[src/design/timer16_pkg.sv]
// Purpose: constants, types and register layout of the 16-bit timer channel
// Assumes: APB3-style slave, 32-bit data, one register per aligned word
// Notes: package only, shared by the timer and its helper modules
// Functional notes
// - event mode: each rising edge of the count input advances the counter by one
// - software capture copies the counter into capture register a; count read there
// - pulse mode toggles the output flop on matches with compare a and b
// - pulse polarity follows the output flop value held before counting starts
// - with buffering on, compare a loads from its buffer on a compare b match
// - compare b sets the period, compare a the duty point
// - clearing run and buffer enable stops the counter and ends buffering
// - both match toggle enables set toggle the flop on either match
// - the clear code written to the flop control field forces the flop to 0
// - a compare b match raises the compare b interrupt
// - one-shot: free-running counter, trigger rising edge latches capture a
// - with its enable set, a capture into capture a toggles the flop
// - flop control field: 00 toggle, 01 set, 10 clear, 11 none; reads 11
// - a software capture also toggles the flop when capture toggling is enabled
package timer16_pkg;

  localparam int ADDR_W = 8;
  localparam int DATA_W = 32;
  localparam int CNT_W  = 16;

  // register byte offsets
  localparam logic [ADDR_W-1:0] REG_RUN  = 8'h00;
  localparam logic [ADDR_W-1:0] REG_MOD  = 8'h04;
  localparam logic [ADDR_W-1:0] REG_FFCR = 8'h08;
  localparam logic [ADDR_W-1:0] REG_RGA  = 8'h0C;
  localparam logic [ADDR_W-1:0] REG_RGB  = 8'h10;
  localparam logic [ADDR_W-1:0] REG_CPA  = 8'h14;
  localparam logic [ADDR_W-1:0] REG_STAT = 8'h18;

  // run register fields
  localparam int RUN_BIT  = 0;
  localparam int PRUN_BIT = 2;
  localparam int RDE_BIT  = 7;

  // mode register fields
  localparam int MOD_CLK_LSB   = 0;
  localparam int MOD_CLE_BIT   = 2;
  localparam int MOD_CPM_LSB   = 3;
  localparam int MOD_SWCAP_BIT = 5;

  // flop control register fields
  localparam int FFCR_CTL_LSB = 0;
  localparam int FFCR_EA_BIT  = 2;
  localparam int FFCR_EB_BIT  = 3;
  localparam int FFCR_CAP_BIT = 4;

  // read-back constants and reset values
  localparam logic [7:0]       FFCR_RD_FIXED = 8'hC3;
  localparam logic [CNT_W-1:0] CNT_RST       = 16'h0000;
  localparam logic [1:0]       CLK_RST       = 2'h0;
  localparam logic [1:0]       CPM_RST       = 2'h0;

  // prescaler: three taps at /2, /8, /32
  localparam int PRE_W = 5;

  typedef enum logic [1:0] {
    CLK_EXT = 2'b00,
    CLK_T1  = 2'b01,
    CLK_T4  = 2'b10,
    CLK_T16 = 2'b11
  } clk_sel_e;

  typedef enum logic [1:0] {
    FF_TOGGLE = 2'b00,
    FF_SET    = 2'b01,
    FF_CLEAR  = 2'b10,
    FF_HOLD   = 2'b11
  } ff_ctl_e;

  typedef enum logic [1:0] {
    CAP_OFF  = 2'b00,
    CAP_RISE = 2'b01,
    CAP_RSV2 = 2'b10,
    CAP_RSV3 = 2'b11
  } cap_trig_e;

  typedef enum logic {
    APB_WAIT = 1'b0,
    APB_DONE = 1'b1
  } apb_st_e;

  typedef struct packed {
    logic              psel;
    logic              penable;
    logic              pwrite;
    logic [ADDR_W-1:0] paddr;
    logic [DATA_W-1:0] pwdata;
  } apb_req_s;

endpackage

[src/design/input_edge_sync.sv]
// Purpose: bring an external pin into the clock domain and find rising edges
// Assumes: pin may change at any time
// Notes: first stage feeds only the second stage
`timescale 1ns/1ps
module input_edge_sync
  import timer16_pkg::*;
(
  input  wire logic pclk,
  input  wire logic presetn,
  input  wire logic din,
  output logic      level,
  output logic      rise
);
  logic meta_ff;
  logic sync_ff;
  logic prev_ff;

  // two-flop synchroniser plus one delay stage for the edge
  always_ff @(posedge pclk or negedge presetn) begin
    if (!presetn) begin
      meta_ff <= 1'b0;
      sync_ff <= 1'b0;
      prev_ff <= 1'b0;
    end else begin
      meta_ff <= din;
      sync_ff <= meta_ff;
      prev_ff <= sync_ff;
    end
  end

  // edge seen on synchronised samples only
  assign level = sync_ff;
  assign rise  = sync_ff & ~prev_ff;
endmodule

[src/design/timer_prescaler.sv]
// Purpose: free-running divider giving count ticks at three rates
// Assumes: run held high while the channel counts
// Notes: ticks are one-cycle pulses; divider clears when stopped
`timescale 1ns/1ps
module timer_prescaler
  import timer16_pkg::*;
#(
  parameter int W = PRE_W
) (
  input  wire logic       pclk,
  input  wire logic       presetn,
  input  wire logic       run,
  output logic      [2:0] tick
);
  logic [W-1:0] div_ff;

  // divider advances only while running
  always_ff @(posedge pclk or negedge presetn) begin
    if (!presetn) begin
      div_ff <= '0;
    end else if (run) begin
      div_ff <= div_ff + 1'b1;
    end else begin
      div_ff <= '0;
    end
  end

  // tap i fires when the low 2*i+1 bits wrap
  for (genvar i = 0; i < 3; i++) begin : g_tap
    assign tick[i] = run & (&div_ff[2*i:0]);
  end
endmodule

[src/design/timer16_event_ppg_oneshot.sv]
// Purpose: 16-bit timer channel with event count, pulse and one-shot modes
// Assumes: APB master per protocol; pins sampled through synchronisers
// Notes: one wait state on every APB access; irq outputs are one-cycle pulses
//
// Implementation choices: the register offsets and the APB register port.
`timescale 1ns/1ps
module timer16_event_ppg_oneshot
  import timer16_pkg::*;
(
  input  wire logic              pclk,
  input  wire logic              presetn,
  input  wire apb_req_s          apb_req,
  output logic      [DATA_W-1:0] prdata,
  output logic                   pready,
  output logic                   pslverr,
  input  wire logic              ext_count_trigger_in,
  output logic                   pulse_output_pin,
  output logic                   compare_a_irq,
  output logic                   compare_b_irq,
  output logic                   capture_a_irq
);

  // register state
  logic             run_ff;
  logic             prescaler_run_bit_ff;
  logic             rde_ff;
  clk_sel_e         clk_sel_ff;
  logic             clr_en_ff;
  cap_trig_e        cap_trig_ff;
  logic             en_a_ff;
  logic             en_b_ff;
  logic             en_cap_ff;
  logic [CNT_W-1:0] up_counter_ff;
  logic [CNT_W-1:0] compare_reg_a_ff;
  logic [CNT_W-1:0] buffer_a_ff;
  logic [CNT_W-1:0] compare_reg_b_ff;
  logic [CNT_W-1:0] capture_reg_a_ff;
  logic             output_flipflop_ff;
  logic             moved_ff;
  logic             clr_pend_ff;
  apb_st_e          apb_st_ff;
  logic [DATA_W-1:0] prdata_ff;
  logic             pslverr_ff;
  logic             irq_a_ff;
  logic             irq_b_ff;
  logic             irq_cap_ff;

  // combinational helpers
  logic             pin_level;
  logic             pin_rise;
  logic [2:0]       pre_tick;
  logic             count_tick;
  logic             match_a;
  logic             match_b;
  logic             hw_cap;
  logic             sw_cap;
  logic             capture_now;
  logic             wr_en;
  logic             rd_en;
  logic             addr_ok;
  logic [7:0]       wb;
  logic [CNT_W-1:0] wh;
  logic [DATA_W-1:0] nxt_prdata;
  logic             nxt_ff;
  logic             toggle_req;
  ff_ctl_e          ff_cmd;

  // true for an offset that holds a register
  function automatic logic is_mapped(input logic [ADDR_W-1:0] a);
    return (a == REG_RUN) || (a == REG_MOD) || (a == REG_FFCR) ||
           (a == REG_RGA) || (a == REG_RGB) || (a == REG_CPA) ||
           (a == REG_STAT);
  endfunction

  // widen a 16-bit value to a bus word
  function automatic logic [DATA_W-1:0] word16(input logic [CNT_W-1:0] v);
    return {{(DATA_W-CNT_W){1'b0}}, v};
  endfunction

  // widen an 8-bit value to a bus word
  function automatic logic [DATA_W-1:0] word8(input logic [7:0] v);
    return {{(DATA_W-8){1'b0}}, v};
  endfunction

  // count and trigger pin shares one synchroniser
  input_edge_sync u_pin_sync (
    .pclk    (pclk),
    .presetn (presetn),
    .din     (ext_count_trigger_in),
    .level   (pin_level),
    .rise    (pin_rise)
  );

  // prescaler runs only with both run bits set
  timer_prescaler #(
    .W (PRE_W)
  ) u_presc (
    .pclk    (pclk),
    .presetn (presetn),
    .run     (run_ff & prescaler_run_bit_ff),
    .tick    (pre_tick)
  );

  // APB decode: a write takes effect at the completing edge; read data is taken one edge earlier
  assign addr_ok = is_mapped(apb_req.paddr);
  assign wr_en   = apb_req.psel & apb_req.penable & (apb_st_ff == APB_DONE)
                   & apb_req.pwrite & addr_ok;
  assign rd_en   = apb_req.psel & apb_req.penable & (apb_st_ff == APB_DONE)
                   & ~apb_req.pwrite;
  assign wb      = apb_req.pwdata[7:0];
  assign wh      = apb_req.pwdata[CNT_W-1:0];

  // counting clock: external edges need the prescaler run bit as well
  always_comb begin
    count_tick = 1'b0;
    if (run_ff && prescaler_run_bit_ff) begin
      unique case (clk_sel_ff)
        CLK_EXT: count_tick = pin_rise;
        CLK_T1:  count_tick = pre_tick[0];
        CLK_T4:  count_tick = pre_tick[1];
        CLK_T16: count_tick = pre_tick[2];
      endcase
    end
  end

  // a match counts once, in the first cycle the counter holds the value
  assign match_a = run_ff & moved_ff & (up_counter_ff == compare_reg_a_ff);
  assign match_b = run_ff & moved_ff & (up_counter_ff == compare_reg_b_ff);

  // capture sources: trigger pin edge or software command
  assign hw_cap = run_ff & (cap_trig_ff == CAP_RISE) & pin_rise;
  assign sw_cap = wr_en & (apb_req.paddr == REG_MOD) & ~wb[MOD_SWCAP_BIT];
  assign capture_now = hw_cap | sw_cap;

  // APB handshake: one wait state, then ready with data
  always_ff @(posedge pclk or negedge presetn) begin
    if (!presetn) begin
      apb_st_ff <= APB_WAIT;
    end else begin
      unique case (apb_st_ff)
        APB_WAIT: begin
          if (apb_req.psel && apb_req.penable) begin
            apb_st_ff <= APB_DONE;
          end
        end
        APB_DONE: apb_st_ff <= APB_WAIT;
      endcase
    end
  end

  // read mux; the flop control field always reads as its no-op code
  always_comb begin
    nxt_prdata = '0;
    unique case (apb_req.paddr)
      REG_RUN: begin
        nxt_prdata[RUN_BIT]  = run_ff;
        nxt_prdata[PRUN_BIT] = prescaler_run_bit_ff;
        nxt_prdata[RDE_BIT]  = rde_ff;
      end
      REG_MOD: begin
        nxt_prdata[MOD_CLK_LSB +: 2] = clk_sel_ff;
        nxt_prdata[MOD_CLE_BIT]      = clr_en_ff;
        nxt_prdata[MOD_CPM_LSB +: 2] = cap_trig_ff;
        nxt_prdata[MOD_SWCAP_BIT]    = 1'b1;
      end
      REG_FFCR: begin
        nxt_prdata = word8(FFCR_RD_FIXED);
        nxt_prdata[FFCR_EA_BIT]  = en_a_ff;
        nxt_prdata[FFCR_EB_BIT]  = en_b_ff;
        nxt_prdata[FFCR_CAP_BIT] = en_cap_ff;
      end
      REG_RGA:  nxt_prdata = word16(compare_reg_a_ff);
      REG_RGB:  nxt_prdata = word16(compare_reg_b_ff);
      REG_CPA:  nxt_prdata = word16(capture_reg_a_ff);
      REG_STAT: nxt_prdata = {30'h0, pin_level, output_flipflop_ff};
      default:  nxt_prdata = '0;
    endcase
  end

  // answer registers, loaded in the first access cycle so they stand in the ready cycle
  always_ff @(posedge pclk or negedge presetn) begin
    if (!presetn) begin
      prdata_ff  <= '0;
      pslverr_ff <= 1'b0;
    end else if (apb_req.psel && apb_req.penable && apb_st_ff == APB_WAIT) begin
      prdata_ff  <= apb_req.pwrite ? '0 : nxt_prdata;
      pslverr_ff <= ~addr_ok;
    end else if (rd_en || wr_en) begin
      prdata_ff  <= '0; // answer stands in the ready cycle only
      pslverr_ff <= 1'b0;
    end else begin
      prdata_ff  <= '0;
      pslverr_ff <= 1'b0;
    end
  end

  // run register: clearing both bits stops counting and buffering
  always_ff @(posedge pclk or negedge presetn) begin
    if (!presetn) begin
      run_ff               <= 1'b0;
      prescaler_run_bit_ff <= 1'b0;
      rde_ff               <= 1'b0;
    end else if (wr_en && apb_req.paddr == REG_RUN) begin
      run_ff               <= wb[RUN_BIT];
      prescaler_run_bit_ff <= wb[PRUN_BIT];
      rde_ff               <= wb[RDE_BIT];
    end
  end

  // mode register: clock source, clear enable, capture trigger
  always_ff @(posedge pclk or negedge presetn) begin
    if (!presetn) begin
      clk_sel_ff  <= clk_sel_e'(CLK_RST);
      clr_en_ff   <= 1'b0;
      cap_trig_ff <= cap_trig_e'(CPM_RST);
    end else if (wr_en && apb_req.paddr == REG_MOD) begin
      clk_sel_ff  <= clk_sel_e'(wb[MOD_CLK_LSB +: 2]);
      clr_en_ff   <= wb[MOD_CLE_BIT];
      cap_trig_ff <= cap_trig_e'(wb[MOD_CPM_LSB +: 2]);
    end
  end

  // flop control register: toggle trigger enables
  always_ff @(posedge pclk or negedge presetn) begin
    if (!presetn) begin
      en_a_ff   <= 1'b0;
      en_b_ff   <= 1'b0;
      en_cap_ff <= 1'b0;
    end else if (wr_en && apb_req.paddr == REG_FFCR) begin
      en_a_ff   <= wb[FFCR_EA_BIT];
      en_b_ff   <= wb[FFCR_EB_BIT];
      en_cap_ff <= wb[FFCR_CAP_BIT];
    end
  end

  // compare b sets the period
  always_ff @(posedge pclk or negedge presetn) begin
    if (!presetn) begin
      compare_reg_b_ff <= CNT_RST;
    end else if (wr_en && apb_req.paddr == REG_RGB) begin
      compare_reg_b_ff <= wh;
    end
  end

  // compare a buffer always takes writes
  always_ff @(posedge pclk or negedge presetn) begin
    if (!presetn) begin
      buffer_a_ff <= CNT_RST;
    end else if (wr_en && apb_req.paddr == REG_RGA) begin
      buffer_a_ff <= wh;
    end
  end

  // compare a: direct write, or reload from the buffer on a b match
  always_ff @(posedge pclk or negedge presetn) begin
    if (!presetn) begin
      compare_reg_a_ff <= CNT_RST;
    end else if (rde_ff && match_b) begin
      compare_reg_a_ff <= buffer_a_ff;
    end else if (!rde_ff && wr_en && apb_req.paddr == REG_RGA) begin
      compare_reg_a_ff <= wh;
    end
  end

  // up-counter: stop clears, b match may clear one cycle later, else wrap
  always_ff @(posedge pclk or negedge presetn) begin
    if (!presetn) begin
      up_counter_ff <= CNT_RST;
      moved_ff      <= 1'b0;
      clr_pend_ff   <= 1'b0;
    end else if (!run_ff) begin
      up_counter_ff <= CNT_RST;
      moved_ff      <= 1'b0;
      clr_pend_ff   <= 1'b0;
    end else if (clr_pend_ff) begin
      up_counter_ff <= CNT_RST;
      moved_ff      <= 1'b1;
      clr_pend_ff   <= 1'b0;
    end else begin
      up_counter_ff <= count_tick ? up_counter_ff + 1'b1 : up_counter_ff;
      moved_ff      <= count_tick;
      clr_pend_ff   <= match_b & clr_en_ff;
    end
  end

  // capture register a: software command or trigger edge
  always_ff @(posedge pclk or negedge presetn) begin
    if (!presetn) begin
      capture_reg_a_ff <= CNT_RST;
    end else if (capture_now) begin
      capture_reg_a_ff <= up_counter_ff;
    end
  end

  // toggle sources combine by parity so two coincident toggles cancel
  assign toggle_req = (match_a & en_a_ff)
                    ^ (match_b & en_b_ff)
                    ^ (capture_now & en_cap_ff);
  assign ff_cmd = (wr_en && apb_req.paddr == REG_FFCR)
                  ? ff_ctl_e'(wb[FFCR_CTL_LSB +: 2]) : FF_HOLD;

  // software command wins over hardware toggles in the same cycle
  always_comb begin
    nxt_ff = output_flipflop_ff ^ toggle_req;
    unique case (ff_cmd)
      FF_TOGGLE: nxt_ff = ~output_flipflop_ff;
      FF_SET:    nxt_ff = 1'b1;
      FF_CLEAR:  nxt_ff = 1'b0;
      FF_HOLD:   nxt_ff = output_flipflop_ff ^ toggle_req;
    endcase
  end

  // output flop keeps its level across start, which fixes the polarity
  always_ff @(posedge pclk or negedge presetn) begin
    if (!presetn) begin
      output_flipflop_ff <= 1'b0;
    end else begin
      output_flipflop_ff <= nxt_ff;
    end
  end

  // interrupt pulses, one cycle each
  always_ff @(posedge pclk or negedge presetn) begin
    if (!presetn) begin
      irq_a_ff   <= 1'b0;
      irq_b_ff   <= 1'b0;
      irq_cap_ff <= 1'b0;
    end else begin
      irq_a_ff   <= match_a;
      irq_b_ff   <= match_b;
      irq_cap_ff <= hw_cap;
    end
  end

  // ports straight from flops
  assign prdata           = prdata_ff;
  assign pready           = (apb_st_ff == APB_DONE);
  assign pslverr          = pslverr_ff;
  assign pulse_output_pin = output_flipflop_ff;
  assign compare_a_irq    = irq_a_ff;
  assign compare_b_irq    = irq_b_ff;
  assign capture_a_irq    = irq_cap_ff;

endmodule

[config.mk]
export PLATFORM = sky130hd
export DESIGN_NAME = timer16_event_ppg_oneshot
export DESIGN_NICKNAME = d
export VERILOG_FILES = /design/src/design/timer16_pkg.sv /design/src/design/input_edge_sync.sv /design/src/design/timer_prescaler.sv /design/src/design/timer16_event_ppg_oneshot.sv
export SDC_FILE = /design/constraint.sdc
export NUM_CORES = 1
export LEC_CHECK = 0
export ABC_AREA = 1
export BUFFER_PORTS_ARGS = -buffer_cell sky130_fd_sc_hd__buf_2
export CAP_MARGIN = 20
export CORE_ASPECT_RATIO = 0.7
export CORE_MARGIN = 2
export CORE_UTILIZATION = 35
export DETAILED_ROUTE_END_ITERATION = 6
export PLACE_DENSITY_LB_ADDON = 0.1
export SYNTH_ARGS = -nofsm -noshare
export SYNTH_HDL_FRONTEND = slang
export SYNTH_SLANG_ARGS = --single-unit
[constraint.sdc]
create_clock -name pclk -period 5.5 [get_ports pclk]
set_clock_uncertainty 0.05 [all_clocks]
set_input_delay 0.275 -clock pclk [delete_from_list [all_inputs] [get_ports pclk]]
set_output_delay 0.275 -clock pclk [all_outputs]
set_load 0.02 [all_outputs]
==> results of run 1 <==
-- per-stage QoR --
step | instance area [sq um] | setup WS (ns)
after detailed placement | 6902 | 2.403
final | 7526 | 2.843
after global routing | 7526 | 2.563
after CTS | 7518 | 2.839
after global placement | 6902 | 2.429
after floorplan | 6559 | 3.585
-- worst paths after layout --
check	from	to	slack (ns)	depth (start not counted)
setup reg to reg	u_presc.div_ff[0]	up_counter_ff[12]	3.05	13
min in group asynchronous	presetn	u_presc.div_ff[1]	0.48	2
hold / removal	apb_req[12]	compare_reg_b_ff[12]	0.06	3
max in group asynchronous	presetn	capture_reg_a_ff[7]	3.65	3
hold reg to reg	u_pin_sync.meta_ff	u_pin_sync.level	0.30	0
setup / recovery	apb_req[33]	compare_reg_b_ff[8]	2.84	10
-- area by class of cell --
cell class,instances,area (sq um),share of cell area
clock inverters,12,140.1,0.01862
repair buffers,57,307.8,0.04090
inverters,109,409.1,0.05436
well taps,236,295.3,0.03924
clock buffers,20,456.7,0.06068
flip-flops and latches,123,3078,0.4090
multi-input cells,570,2839,0.3772
-- cells by family (layout without fill, tap and decap cells) --
logic type,after synthesis,count (layout)
simple gates,376,376
buf+inv,143,198
compound gates,140,140
flops,123,123
mux,29,29
xor+xnor,5,5
fa+ha+maj,4,4
other cells,1,16
-- tightest hold or removal path: cells and delay by family --
kind                   cells  cell delay, ns
AOI/OAI and AO/OA          1            0.06
buffers and inverters      1            0.10
and+or+nand+nor            1            0.05
-- metal layers --
metal | up-vias | share of wire | global-route usage
li1 | 2726 | - | -
met1 | 2577 | 0.55 | 0.3416
met2 | 179 | 0.37 | 0.2510
met3 | 13 | 0.073 | 0.03766
met4 | 0 | 0.0078 | 0.04526
met5 | - | 0 | 0
-- cells in the final DEF (no fill, tap or decap), drive strengths merged --
master / synthesis / layout
or2: 1 / 1
o211ai: 1 / 1
a31oi: 10 / 10
nand3: 20 / 20
ha: 4 / 4
nand2: 237 / 237
dfrtp: 123 / 123
a221oi: 5 / 5
o221ai: 1 / 1
xor2: 1 / 1
nor2: 97 / 97
buf: 29 / 55
inv: 109 / 110
a22oi: 1 / 1
a41oi: 1 / 1
clkbuf: 5 / 20
o311a: 1 / 1
a21oi: 40 / 40
conb: 1 / 16
o22ai: 8 / 8
bufinv: 0 / 2
mux2: 16 / 16
xnor2: 4 / 4
nand4: 12 / 12
nor4: 2 / 2
dlygate4sd3: 0 / 2
clkinvlp: 0 / 3
o21ai: 69 / 69
nor3: 7 / 7
o21a: 3 / 3
mux2i: 13 / 13
clkinv: 0 / 6
-- sequential cells by signal (all words and copies together) (netlist names), 2 cells and up --
signal / cells
buffer_a_ff: 16
cap_trig_ff: 2
capture_reg_a_ff: 16
clk_sel_ff: 2
compare_reg_a_ff: 16
compare_reg_b_ff: 16
prdata: 16
u_presc.div_ff: 5
up_counter_ff: 16
-- power breakdown --
part | switching (mW) | total (mW) | internal [mW]
Sequential | 0.0119 | 0.925 | 0.913
Clock | 0.432 | 1.13 | 0.694
Combinational | 0.0649 | 0.0893 | 0.0244
Total | 0.509 | 2.14 | 1.63
==> reports/qor.txt, run 1 <==
Die area = 0.01970 sq mm
Simple-Gate Fraction of Synth Area = 0.2417
CTS Root Cell = clkbuf_16
Xor-xnor portion of the synthesized cell area = 0.006735
Synth Area in Adders = 0.007697
Setup Viol. Count Final = 0
Most common cell in the netlist = nand2_1
Sequential-to-total area share from yosys stat = 0.4734
# Post-CTS Setup Buffers = 0
Share of layout cells above drive strength 1 = 0.1504
TritonCTS Sinks = 123
DRC errors left = 0
Deepest clock path buffer count = 2
CP max stage cell = nor2_2
# fillers = 1878
Async set-reset flop share out of synthesis = 1.000
Layout Nets = 928
Gpl congestion = 0.9336
Worst hold path class = in -> reg
Initial Util = 0.3591
Synth-to-Final Area Change = 15.74%
Routed vias/inst = 4.876
F_max = 376.3 MHz
Minimum clock period = 2.657 ns
Via count = 5495
Most used DFF post-synth = dfrtp_1
Worst EP required = 5.75 ns
Post-synthesis register bit count = 123
I/O Pins = 84
Post-CTS Hold Buffers = 2
Family with the most delay on the worst path = simple AND/OR/NAND/NOR gates
Global route overflow = 0
Mapped Cells = 821
Tot Pwr = 2.141 mW
Die height = 118.0 microns
RSZ-0062 raised after global routing = no
CORE AREA = 0.01811 sq mm
Leakage = 3.726 nW
CTS buffer count = 17
Post-DP HPWL = 14.56 mm
All-Layer GR Usage = 0.2008
TritonCTS clock tree = yes
CP bufs+invs = 2
VDD IR max = 0.1548 mV
Ranking of synthesized cells by area = dfrtp_1 47%, nand2_1 14%, inv_1 5.7%
Pin count of the biggest net entering global routing = 77
Final Util = 0.4156
Crit share post-route = 0.4832
Clk Latency, worst-skew pair = 0.42 ns
Critical path arrival = 2.91 ns
P per Cell Area = 284.5 mW/mm^2
Pins over their slew limit = 0
Worst Setup End Kind = register
Number of synthesized flops with an enable pin = 0
Clock transition at the registers of the reported paths = 0.06 ns
Non-Filler Instances = 1127
Dpl cells = 1092
Critical path's most frequent cell = nor2_2
IO Port Bufs = 51
Antenna-violating nets left = 0
Synth unique cells = 42
Vias in the first global route = 5187
Fin. Hold Viols = 0
Critical Path Max Stage Delay = 0.60 ns
Mux cell area share after synthesis = 0.05003
DR iter-0 viols = 487
Worst-path fanout max = 18
Critical Path Source Type = input port
Worst Hold Slack = 0.05983 ns
Crit Path Category = in -> reg
First-pass GRT wire length = 30.02 mm
Post-CTS resize count = 0
Avg WL per Cell = 16.85 microns
TNS Setup = 0 ns
CP cell instances = buf_2, nor2_2, nand2_1, nor2_2, nor2_1, nand3_2, nand2_4, nor2_2, buf_4, mux2_2
DRT Wirelength = 18.99 mm
Slew headroom = 0.3540
Mean Syn Cell Area = 7.920 sq um
DIE WIDTH = 166.9 microns
Area share of the largest cell type after synthesis = 0.4734
Synth cell count leaders = 235 x nand2_1, 123 x dfrtp_1, 99 x inv_1
Antenna cells = 0
Yosys warns = 0
Post-synthesis compound-gate area fraction = 0.1208
Max cap viols = 0
Least-Margin Pin Slew = 0.9690 ns
Initial antenna violation count = 0
Placement Rows = 41
H-tree depth = 4
Yosys top cell by area = dfrtp_1
Largest family of logic cells by synthesized area = simple AND/OR/NAND/NOR gates
Synthesized area = 0.006502 sq mm
DR pass1 iterations = 6
Outcome = complete, no violations
(Power assumes the default switching activity.)
==> run 2: changes to the inputs <==
ABC_AREA = 0   (was 1)
clock period = 2.3 ns   (was 5.5 ns; I/O delays follow)
==> run 2 against run 1 <==
  * Via count down 22%
  * Count of clock-buffer cells in the layout increased by 2
  * Hold slack got worse by 0.027 ns
  * Sequential cell count stayed put
  * Combinational power increased by 130%
  * Routed wire length is 15% lower
  * Sequential share of layout area rose by 0.16 points
  * Critical path type is now reg -> reg
  * Largest cell class unchanged
==> reports/qor.txt, run 2 <==
Outcome = complete, no violations
TNS Setup = 0 ns (unchanged)
VDD IR max = 0.4233 mV (+170%)
Synth-to-Final Area Change = 25.44%
Antenna-violating nets left = 0 (unchanged)
Initial antenna violation count = 0 (unchanged)
Antenna cells = 0 (unchanged)
Max cap viols = 0 (unchanged)
Placed instance area = 0.006613 sq mm (-4.2%)
Avg WL per Cell = 19.04 microns (+13%)
Critical Path Max Stage Delay = 0.53 ns (-0.07 ns)
F_max = 459.8 MHz
Die area = 0.01815 sq mm (-7.9%)
Synthesized area = 0.005976 sq mm (-8.1%)
DR pass1 iterations = 7 (+1)
Mapped Cells = 514 (-37%)
Leakage = 3.637 nW (-2.4%)
Worst Setup End Kind = register
Worst EP required = 2.52 ns (-3.23 ns)
Global route overflow = 0 (unchanged)
# fillers = 1560 (-17%)
Final WS setup = 0.1253 ns (-2.717 ns)
Setup Viol. Count Final = 0 (unchanged)
Most frequent cells in the layout = 123 x dfrtp_1, 63 x mux2_2, 50 x buf_2
Post-place setup slack = -0.02393 ns (-2.427 ns)
Ranking of synthesized cells by area = dfrtp_1 52%, mux2_2 12%, xnor2_1 4.7%
DR iter-0 viols = 296 (-39%)
Vias in the first global route = 4359 (-16%)
Worst Hold Slack = 0.03318 ns (-0.02665 ns)
Most common cell in the netlist = dfrtp_1
Share of layout cells above drive strength 1 = 0.3145 (+0.1641)
Synth unique cells = 55 (+31%)
Area share of the largest cell type after synthesis = 0.5151 (+0.04173)
Final Util = 0.4545 (+0.03888)
CP cell instances = ha_2, and3_4, ha_2, mux4_2, and3_4, and4_1, xnor2_1, nor2_1
Yosys top cell by area = dfrtp_1
Number of synthesized flops with an enable pin = 0 (unchanged)
CTS Root Cell = clkbuf_16
Pins over their slew limit = 0 (unchanged)
Critical Path Source Type = register
Tot Pwr = 5.410 mW (+150%)
Synth cell count leaders = 123 x dfrtp_1, 63 x mux2_2, 39 x nor2_1
Post-Layout Inst Area = 0.007496 sq mm (-0.40%)
Mean Syn Cell Area = 11.63 sq um (+47%)
P per Cell Area = 721.7 mW/mm^2 (+150%)
Post-synthesis register bit count = 123 (unchanged)
CP bufs+invs = 0 (-2)
Most used DFF post-synth = dfrtp_1
TritonCTS Sinks = 123 (unchanged)
DRT Wirelength = 16.09 mm (-15%)
Gpl congestion = 0.8391 (-10%)
First-pass GRT wire length = 25.79 mm (-14%)
Crit Path Category = reg -> reg
CTS buffer count = 17 (unchanged)
Dpl cells = 793 (-27%)
Most common cell after layout, fill and taps aside = dfrtp_1
DRC errors left = 0 (unchanged)
Worst hold path class = in -> reg
Post-DP HPWL = 11.78 mm (-19%)
Die height = 113.3 microns (-4.0%)
Placement Rows = 39 (-4.9%)
Initial Util = 0.3623 (+0.003230)
IO Port Bufs = 51 (unchanged)
Deepest clock path buffer count = 2 (unchanged)
Slew headroom = 0.6034 (+0.2494)
I/O Pins = 84 (unchanged)
Clock transition at the registers of the reported paths = 0.06 ns (about the same)
Non-Filler Instances = 845 (-25%)
Minimum clock period = 2.175 ns
Pin count of the biggest net entering global routing = 46 (-40%)
Critical path arrival = 2.40 ns (-0.51 ns)
All-Layer GR Usage = 0.1896 (-0.01116)
H-tree depth = 4 (unchanged)
TritonCTS clock tree = yes
Async set-reset flop share out of synthesis = 1.000 (unchanged)
Layout Nets = 657 (-29%)
Clk Latency, worst-skew pair = 0.41 ns (about the same)
Routed vias/inst = 5.062 (+3.8%)
Worst-path fanout max = 4 (-14)
Sequential-to-total area share from yosys stat = 0.5151 (+0.04173)
CORE AREA = 0.01649 sq mm (-8.9%)
Family with the most delay on the worst path = simple AND/OR/NAND/NOR gates
Least-Margin Pin Slew = 0.5949 ns (-0.3740 ns)
Via count = 4277 (-22%)
DIE WIDTH = 160.2 microns (-4.0%)
Fin. Hold Viols = 0 (unchanged)
CP max stage cell = mux4_2
Crit share post-route = 0.9455
Yosys warns = 0 (unchanged)
## run 2: changes by cell type in the layout (fill, tap and decap cells not counted), moves of 15 or more
cell | previous run | this run
a21oi_1 | 40 | 16
xnor2_1 | 4 | 32
nand2_1 | 235 | 30
inv_1 | 99 | 12
buf_4 | 5 | 30
dlygate4sd3_1 | 2 | 17
nor2_1 | 85 | 39
mux2_1 | 0 | 20
mux2_2 | 12 | 63
o21ai_0 | 51 | 14
## run 2: per-layer routing
metal,global-route usage,up-vias,wire length (microns),share of wire
li1,-,1981,-,-
met4,0.05225,0,170,0.011
met5,0,-,0,0
met3,0.04362,12,757,0.047
met1,0.2965,2171,8660,0.54
met2,0.2592,113,6498,0.40
## run 2: path summary, 6_finish.rpt
check / from / endpoint / slack, ns / cells after the start
setup reg to reg: u_presc.div_ff[1] / up_counter_ff[10] / 0.13 / 8
hold / removal: apb_req[5] / buffer_a_ff[5] / 0.03 / 3
setup / recovery: u_presc.div_ff[1] / up_counter_ff[10] / 0.13 / 8
min in group asynchronous: presetn / u_presc.div_ff[1] / 0.18 / 2
hold reg to reg: u_pin_sync.meta_ff / u_pin_sync.level / 0.30 / 0
max in group asynchronous: presetn / capture_reg_a_ff[10] / 1.37 / 3
## run 2: logic make-up (layout without fill, tap and decap cells)
| kind of cell | after synthesis | count (layout) | synth area share |
|---|---|---|---|
| compound gates | 56 | 56 | 0.06198 |
| xor+xnor | 44 | 44 | 0.06679 |
| fa+ha+maj | 4 | 4 | 0.008376 |
| buf+inv | 55 | 146 | 0.05004 |
| flops | 123 | 123 | 0.5151 |
| mux | 88 | 88 | 0.1690 |
| other cells | 1 | 16 | 0.0006275 |
| simple gates | 143 | 143 | 0.1281 |
## run 2: layout make-up
cell class / instances / area (sq um) / share of cell area
tap: 225 / 281.5 / 0.03756
timing repair buffer: 102 / 745.7 / 0.09948
multi-input combinational: 351 / 2685 / 0.3582
sequential: 123 / 3078 / 0.4106
clock buffer: 22 / 474.2 / 0.06326
inverter: 12 / 45.04 / 0.006009
clock inverter: 10 / 186.4 / 0.02487
## run 2: power by group
group	internal, mW	switching (mW)
Clock	2.01	1.01
Combinational	0.0701	0.139
Sequential	2.17	0.00694
## run 2: worst min-delay path: stages
cell     delay (ns)
buf_2          0.12
inv_1          0.11
o21ai_0        0.10
## run 2: what timing repair did
action                                  CTS  global route
endpoints found under the setup margin    1            25
hold endpoints to repair                 64             0
setup buffers                             1             2
pin swaps                                 0             6
hold buffers                             17             0
resized for setup                         0             7
==> run 3: changes to the inputs <==
SYNTH_HIERARCHICAL = 1   (was default)
==> run 3 against run 2 <==
  * The flow now finishes with violations (setup timing)
  * First-iteration DRC count decreased by 12%
  * Power shrank 2.5%
  * Die area up 1.2%
  * Sequential share of layout area is 1.1 points lower
  * Final cell count increased by 5.1%
  * Synthesized area grew 1.2%
  * Critical path depth is 2 higher
  * Combinational power increased by 8%
  * Fmax fell by 7.9%
  * Critical path type unchanged
  * Critical endpoint is now up_counter_ff[15]
  * Largest power group unchanged
==> reports/qor.txt, run 3 <==
Outcome = finished, violations left
Violated checks = setup timing
Ranking of synthesized cells by area = dfrtp_1 51%, mux2_2 10%, xor2_1 4.2%
Max cap viols = 0 (unchanged)
Tot Pwr = 5.276 mW (-2.5%)
Synth unique cells = 59 (+7.3%)
VDD IR max = 0.3679 mV (-13%)
TritonCTS clock tree = yes
Post-DP HPWL = 12.49 mm (+6.0%)
Routed vias/inst = 5.000 (-1.2%)
Simple-Gate Fraction of Synth Area = 0.1556 (+0.02742)
Avg WL per Cell = 18.80 microns (-1.2%)
First-pass GRT wire length = 26.41 mm (+2.4%)
P per Cell Area = 684.4 mW/mm^2 (-5.2%)
Initial Util = 0.3554 (-0.006871)
Most frequent cells in the layout = 123 x dfrtp_1, 56 x nor2_1, 54 x mux2_2
Worst-path fanout max = 4 (unchanged)
Yosys top cell by area = dfrtp_1
Mean Syn Cell Area = 11.28 sq um (-2.9%)
TritonCTS Sinks = 123 (unchanged)
Crit Path Category = reg -> reg
Via count = 4440 (+3.8%)
F_max = 423.7 MHz (-7.9%)
I/O Pins = 84 (unchanged)
Worst hold path class = in -> reg
Leakage = 3.529 nW (-3.0%)
Synth Area in Adders = 0.008275 (-0.0001005)
CTS Root Cell = clkbuf_16
Post-synthesis register bit count = 123 (unchanged)
Most common cell after layout, fill and taps aside = dfrtp_1
Synth cell count leaders = 123 x dfrtp_1, 57 x nor2_1, 54 x mux2_2
Minimum clock period = 2.360 ns (+0.1854 ns)
Antenna cells = 0 (unchanged)
Sequential-to-total area share from yosys stat = 0.5089 (-0.006180)
Critical path arrival = 2.62 ns (+0.22 ns)
DRC errors left = 0 (unchanged)
RSZ-0062 raised after global routing = yes
Fin. Hold Viols = 0 (unchanged)
# fillers = 1674 (+7.3%)
CP max stage cell = mux4_2
Slew headroom = 0.5015 (-0.1019)
Crit share post-route = 1.026 (+0.08062)
Critical Path Max Stage Delay = 0.57 ns (+0.04 ns)
Final WS setup = -0.06008 ns (-0.1854 ns)
Largest family of logic cells by synthesized area = simple AND/OR/NAND/NOR gates
Deepest clock path buffer count = 2 (unchanged)
CORE AREA = 0.01702 sq mm (+3.2%)
Pins over their slew limit = 0 (unchanged)
Pin count of the biggest net entering global routing = 44 (-4.3%)
Yosys warns = 6 (+6)
DIE WIDTH = 161.1 microns (+0.59%)
Post-synthesis compound-gate area fraction = 0.06661 (+0.004635)
Die height = 114.0 microns (+0.58%)
Share of layout cells above drive strength 1 = 0.3349 (+0.02034)
Most used DFF post-synth = dfrtp_1
Worst EP required = 2.56 ns (+0.04 ns)
Gpl congestion = 0.8868 (+5.7%)
Dpl cells = 835 (+5.3%)
Global route overflow = 0 (unchanged)
Synthesized area = 0.006048 sq mm (+1.2%)
Vias in the first global route = 4448 (+2.0%)
Die area = 0.01837 sq mm (+1.2%)
Synth-to-Final Area Change = 27.47%
Clock transition at the registers of the reported paths = 0.06 ns (about the same)
Worst Hold Slack = 0.03230 ns (-0.0008803 ns)
DRT Wirelength = 16.70 mm (+3.8%)
Placement Rows = 40 (+2.6%)
Most common cell in the netlist = dfrtp_1
Area share of the largest cell type after synthesis = 0.5089 (-0.006180)
H-tree depth = 4 (unchanged)
Clk Latency, worst-skew pair = 0.42 ns (about the same)
Initial antenna violation count = 0 (unchanged)
Post-Layout Inst Area = 0.007710 sq mm (+2.9%)
Final Util = 0.4531 (-0.001395)
Xor-xnor portion of the synthesized cell area = 0.06661 (-0.0001808)
Number of synthesized flops with an enable pin = 0 (unchanged)
CP cell instances = ha_2, and3_4, ha_4, and2_4, mux4_2, a21oi_4, nor4b_4, nand2_1, xor2_1, nor2_1
All-Layer GR Usage = 0.1957 (+0.006029)
CTS buffer count = 17 (unchanged)
Setup Viol. Count Final = 7 (+7)
Layout Nets = 694 (+5.6%)
Mapped Cells = 536 (+4.3%)
DR iter-0 viols = 261 (-12%)
Antenna-violating nets left = 0 (unchanged)
Critical Path Source Type = register
Non-Filler Instances = 888 (+5.1%)
Least-Margin Pin Slew = 0.7462 ns (+0.1512 ns)
Worst Setup End Kind = register
Async set-reset flop share out of synthesis = 1.000 (unchanged)
IO Port Bufs = 51 (unchanged)
Placed instance area = 0.006802 sq mm (+2.9%)
Mux cell area share after synthesis = 0.1436 (-0.02540)
DR pass1 iterations = 7 (unchanged)
==> run 3: cell count changes in the layout (fill, tap and decap cells not counted), sizes merged, moves of 7 or more <==
cell   change
xnor2     -15
nor2      +18
mux2      -25
o21ai      -8
a21oi      +7
inv        -9
mux2i     +14
and2       +8
xor2      +18
buf       +20
==> run 3: timing repair <==
action / CTS / global route
endpoints found under the hold margin: 83 / 0
pin swaps: 15 / 7
buffers inserted: 2 / 1
resized for setup: 11 / 3
hold buffers: 18 / 0
endpoints found under the setup margin: 13 / 16
==> run 3: logic make-up (layout without fill, tap and decap cells) <==
group,after synthesis,after routing
muxes,77,77
other,1,16
buffers and inverters,53,159
DFF,123,123
xor gates and xnor gates,46,46
AOI/OAI and AO/OA,59,59
adders and majority gates,4,4
and+or+nand+nor,173,173
==> run 3: critical path, delay by kind of cell, from the launching register on <==
family	cells	cell delay, ns
flops	1	0.38
mux	1	0.57
simple gates	5	0.53
xor+xnor	1	0.16
fa+ha+maj	2	0.33
compound gates	1	0.21
==> run 3: cell type report <==
cell class	count	area, sq um	share of cell area
flip-flops and latches	123	3078	0.3992
multi-input cells	375	2798	0.3629
repair buffers	123	893.4	0.1159
clock buffers	21	470.5	0.06102
well taps	231	289.0	0.03749
clock inverters	11	166.4	0.02158
inverters	4	15.01	0.001947
==> run 3: path summary, 6_finish.rpt <==
kind	startpoint	to	slack, ns	cells past startpoint
worst max-delay path	u_presc/div_ff[1]	up_counter_ff[15]	-0.06	10
worst min-delay path	apb_req[1]	clk_sel_ff[1]	0.03	2
worst max register to register	u_presc/div_ff[1]	up_counter_ff[15]	-0.06	10
worst min register to register	u_pin_sync/meta_ff	u_pin_sync/level	0.31	0
max in group asynchronous	presetn	capture_reg_a_ff[5]	1.36	3
min in group asynchronous	presetn	buffer_a_ff[0]	0.19	2
==> run 3: power breakdown <==
part	switching, mW	total [mW]	leakage, nW	internal (mW)
Sequential	0.00709	2.18	1.63	2.17
Clock	0.977	2.87	0.305	1.89
Combinational	0.148	0.225	1.60	0.0770
==> run 3: routing by layer <==
layer / routed length (microns) / global-route usage / up-vias
met2: 6432 / 0.2504 / 107
met4: 259 / 0.06429 / 0
li1: - / - / 2074
met5: 0 / 0 / -
met1: 9226 / 0.3158 / 2236
met3: 777 / 0.04509 / 23
==> run 3: through the flow <==
step / worst slack (ns) / TNS (ns)
finish: -0.06008 / -0.2737
global route: -0.1825 / -1.726
CTS: -0.06283 / -0.2817
detailed placement: -0.1308 / -1.144
global placement: -0.1153 / -0.8825
floorplan: 0.02040 / 0
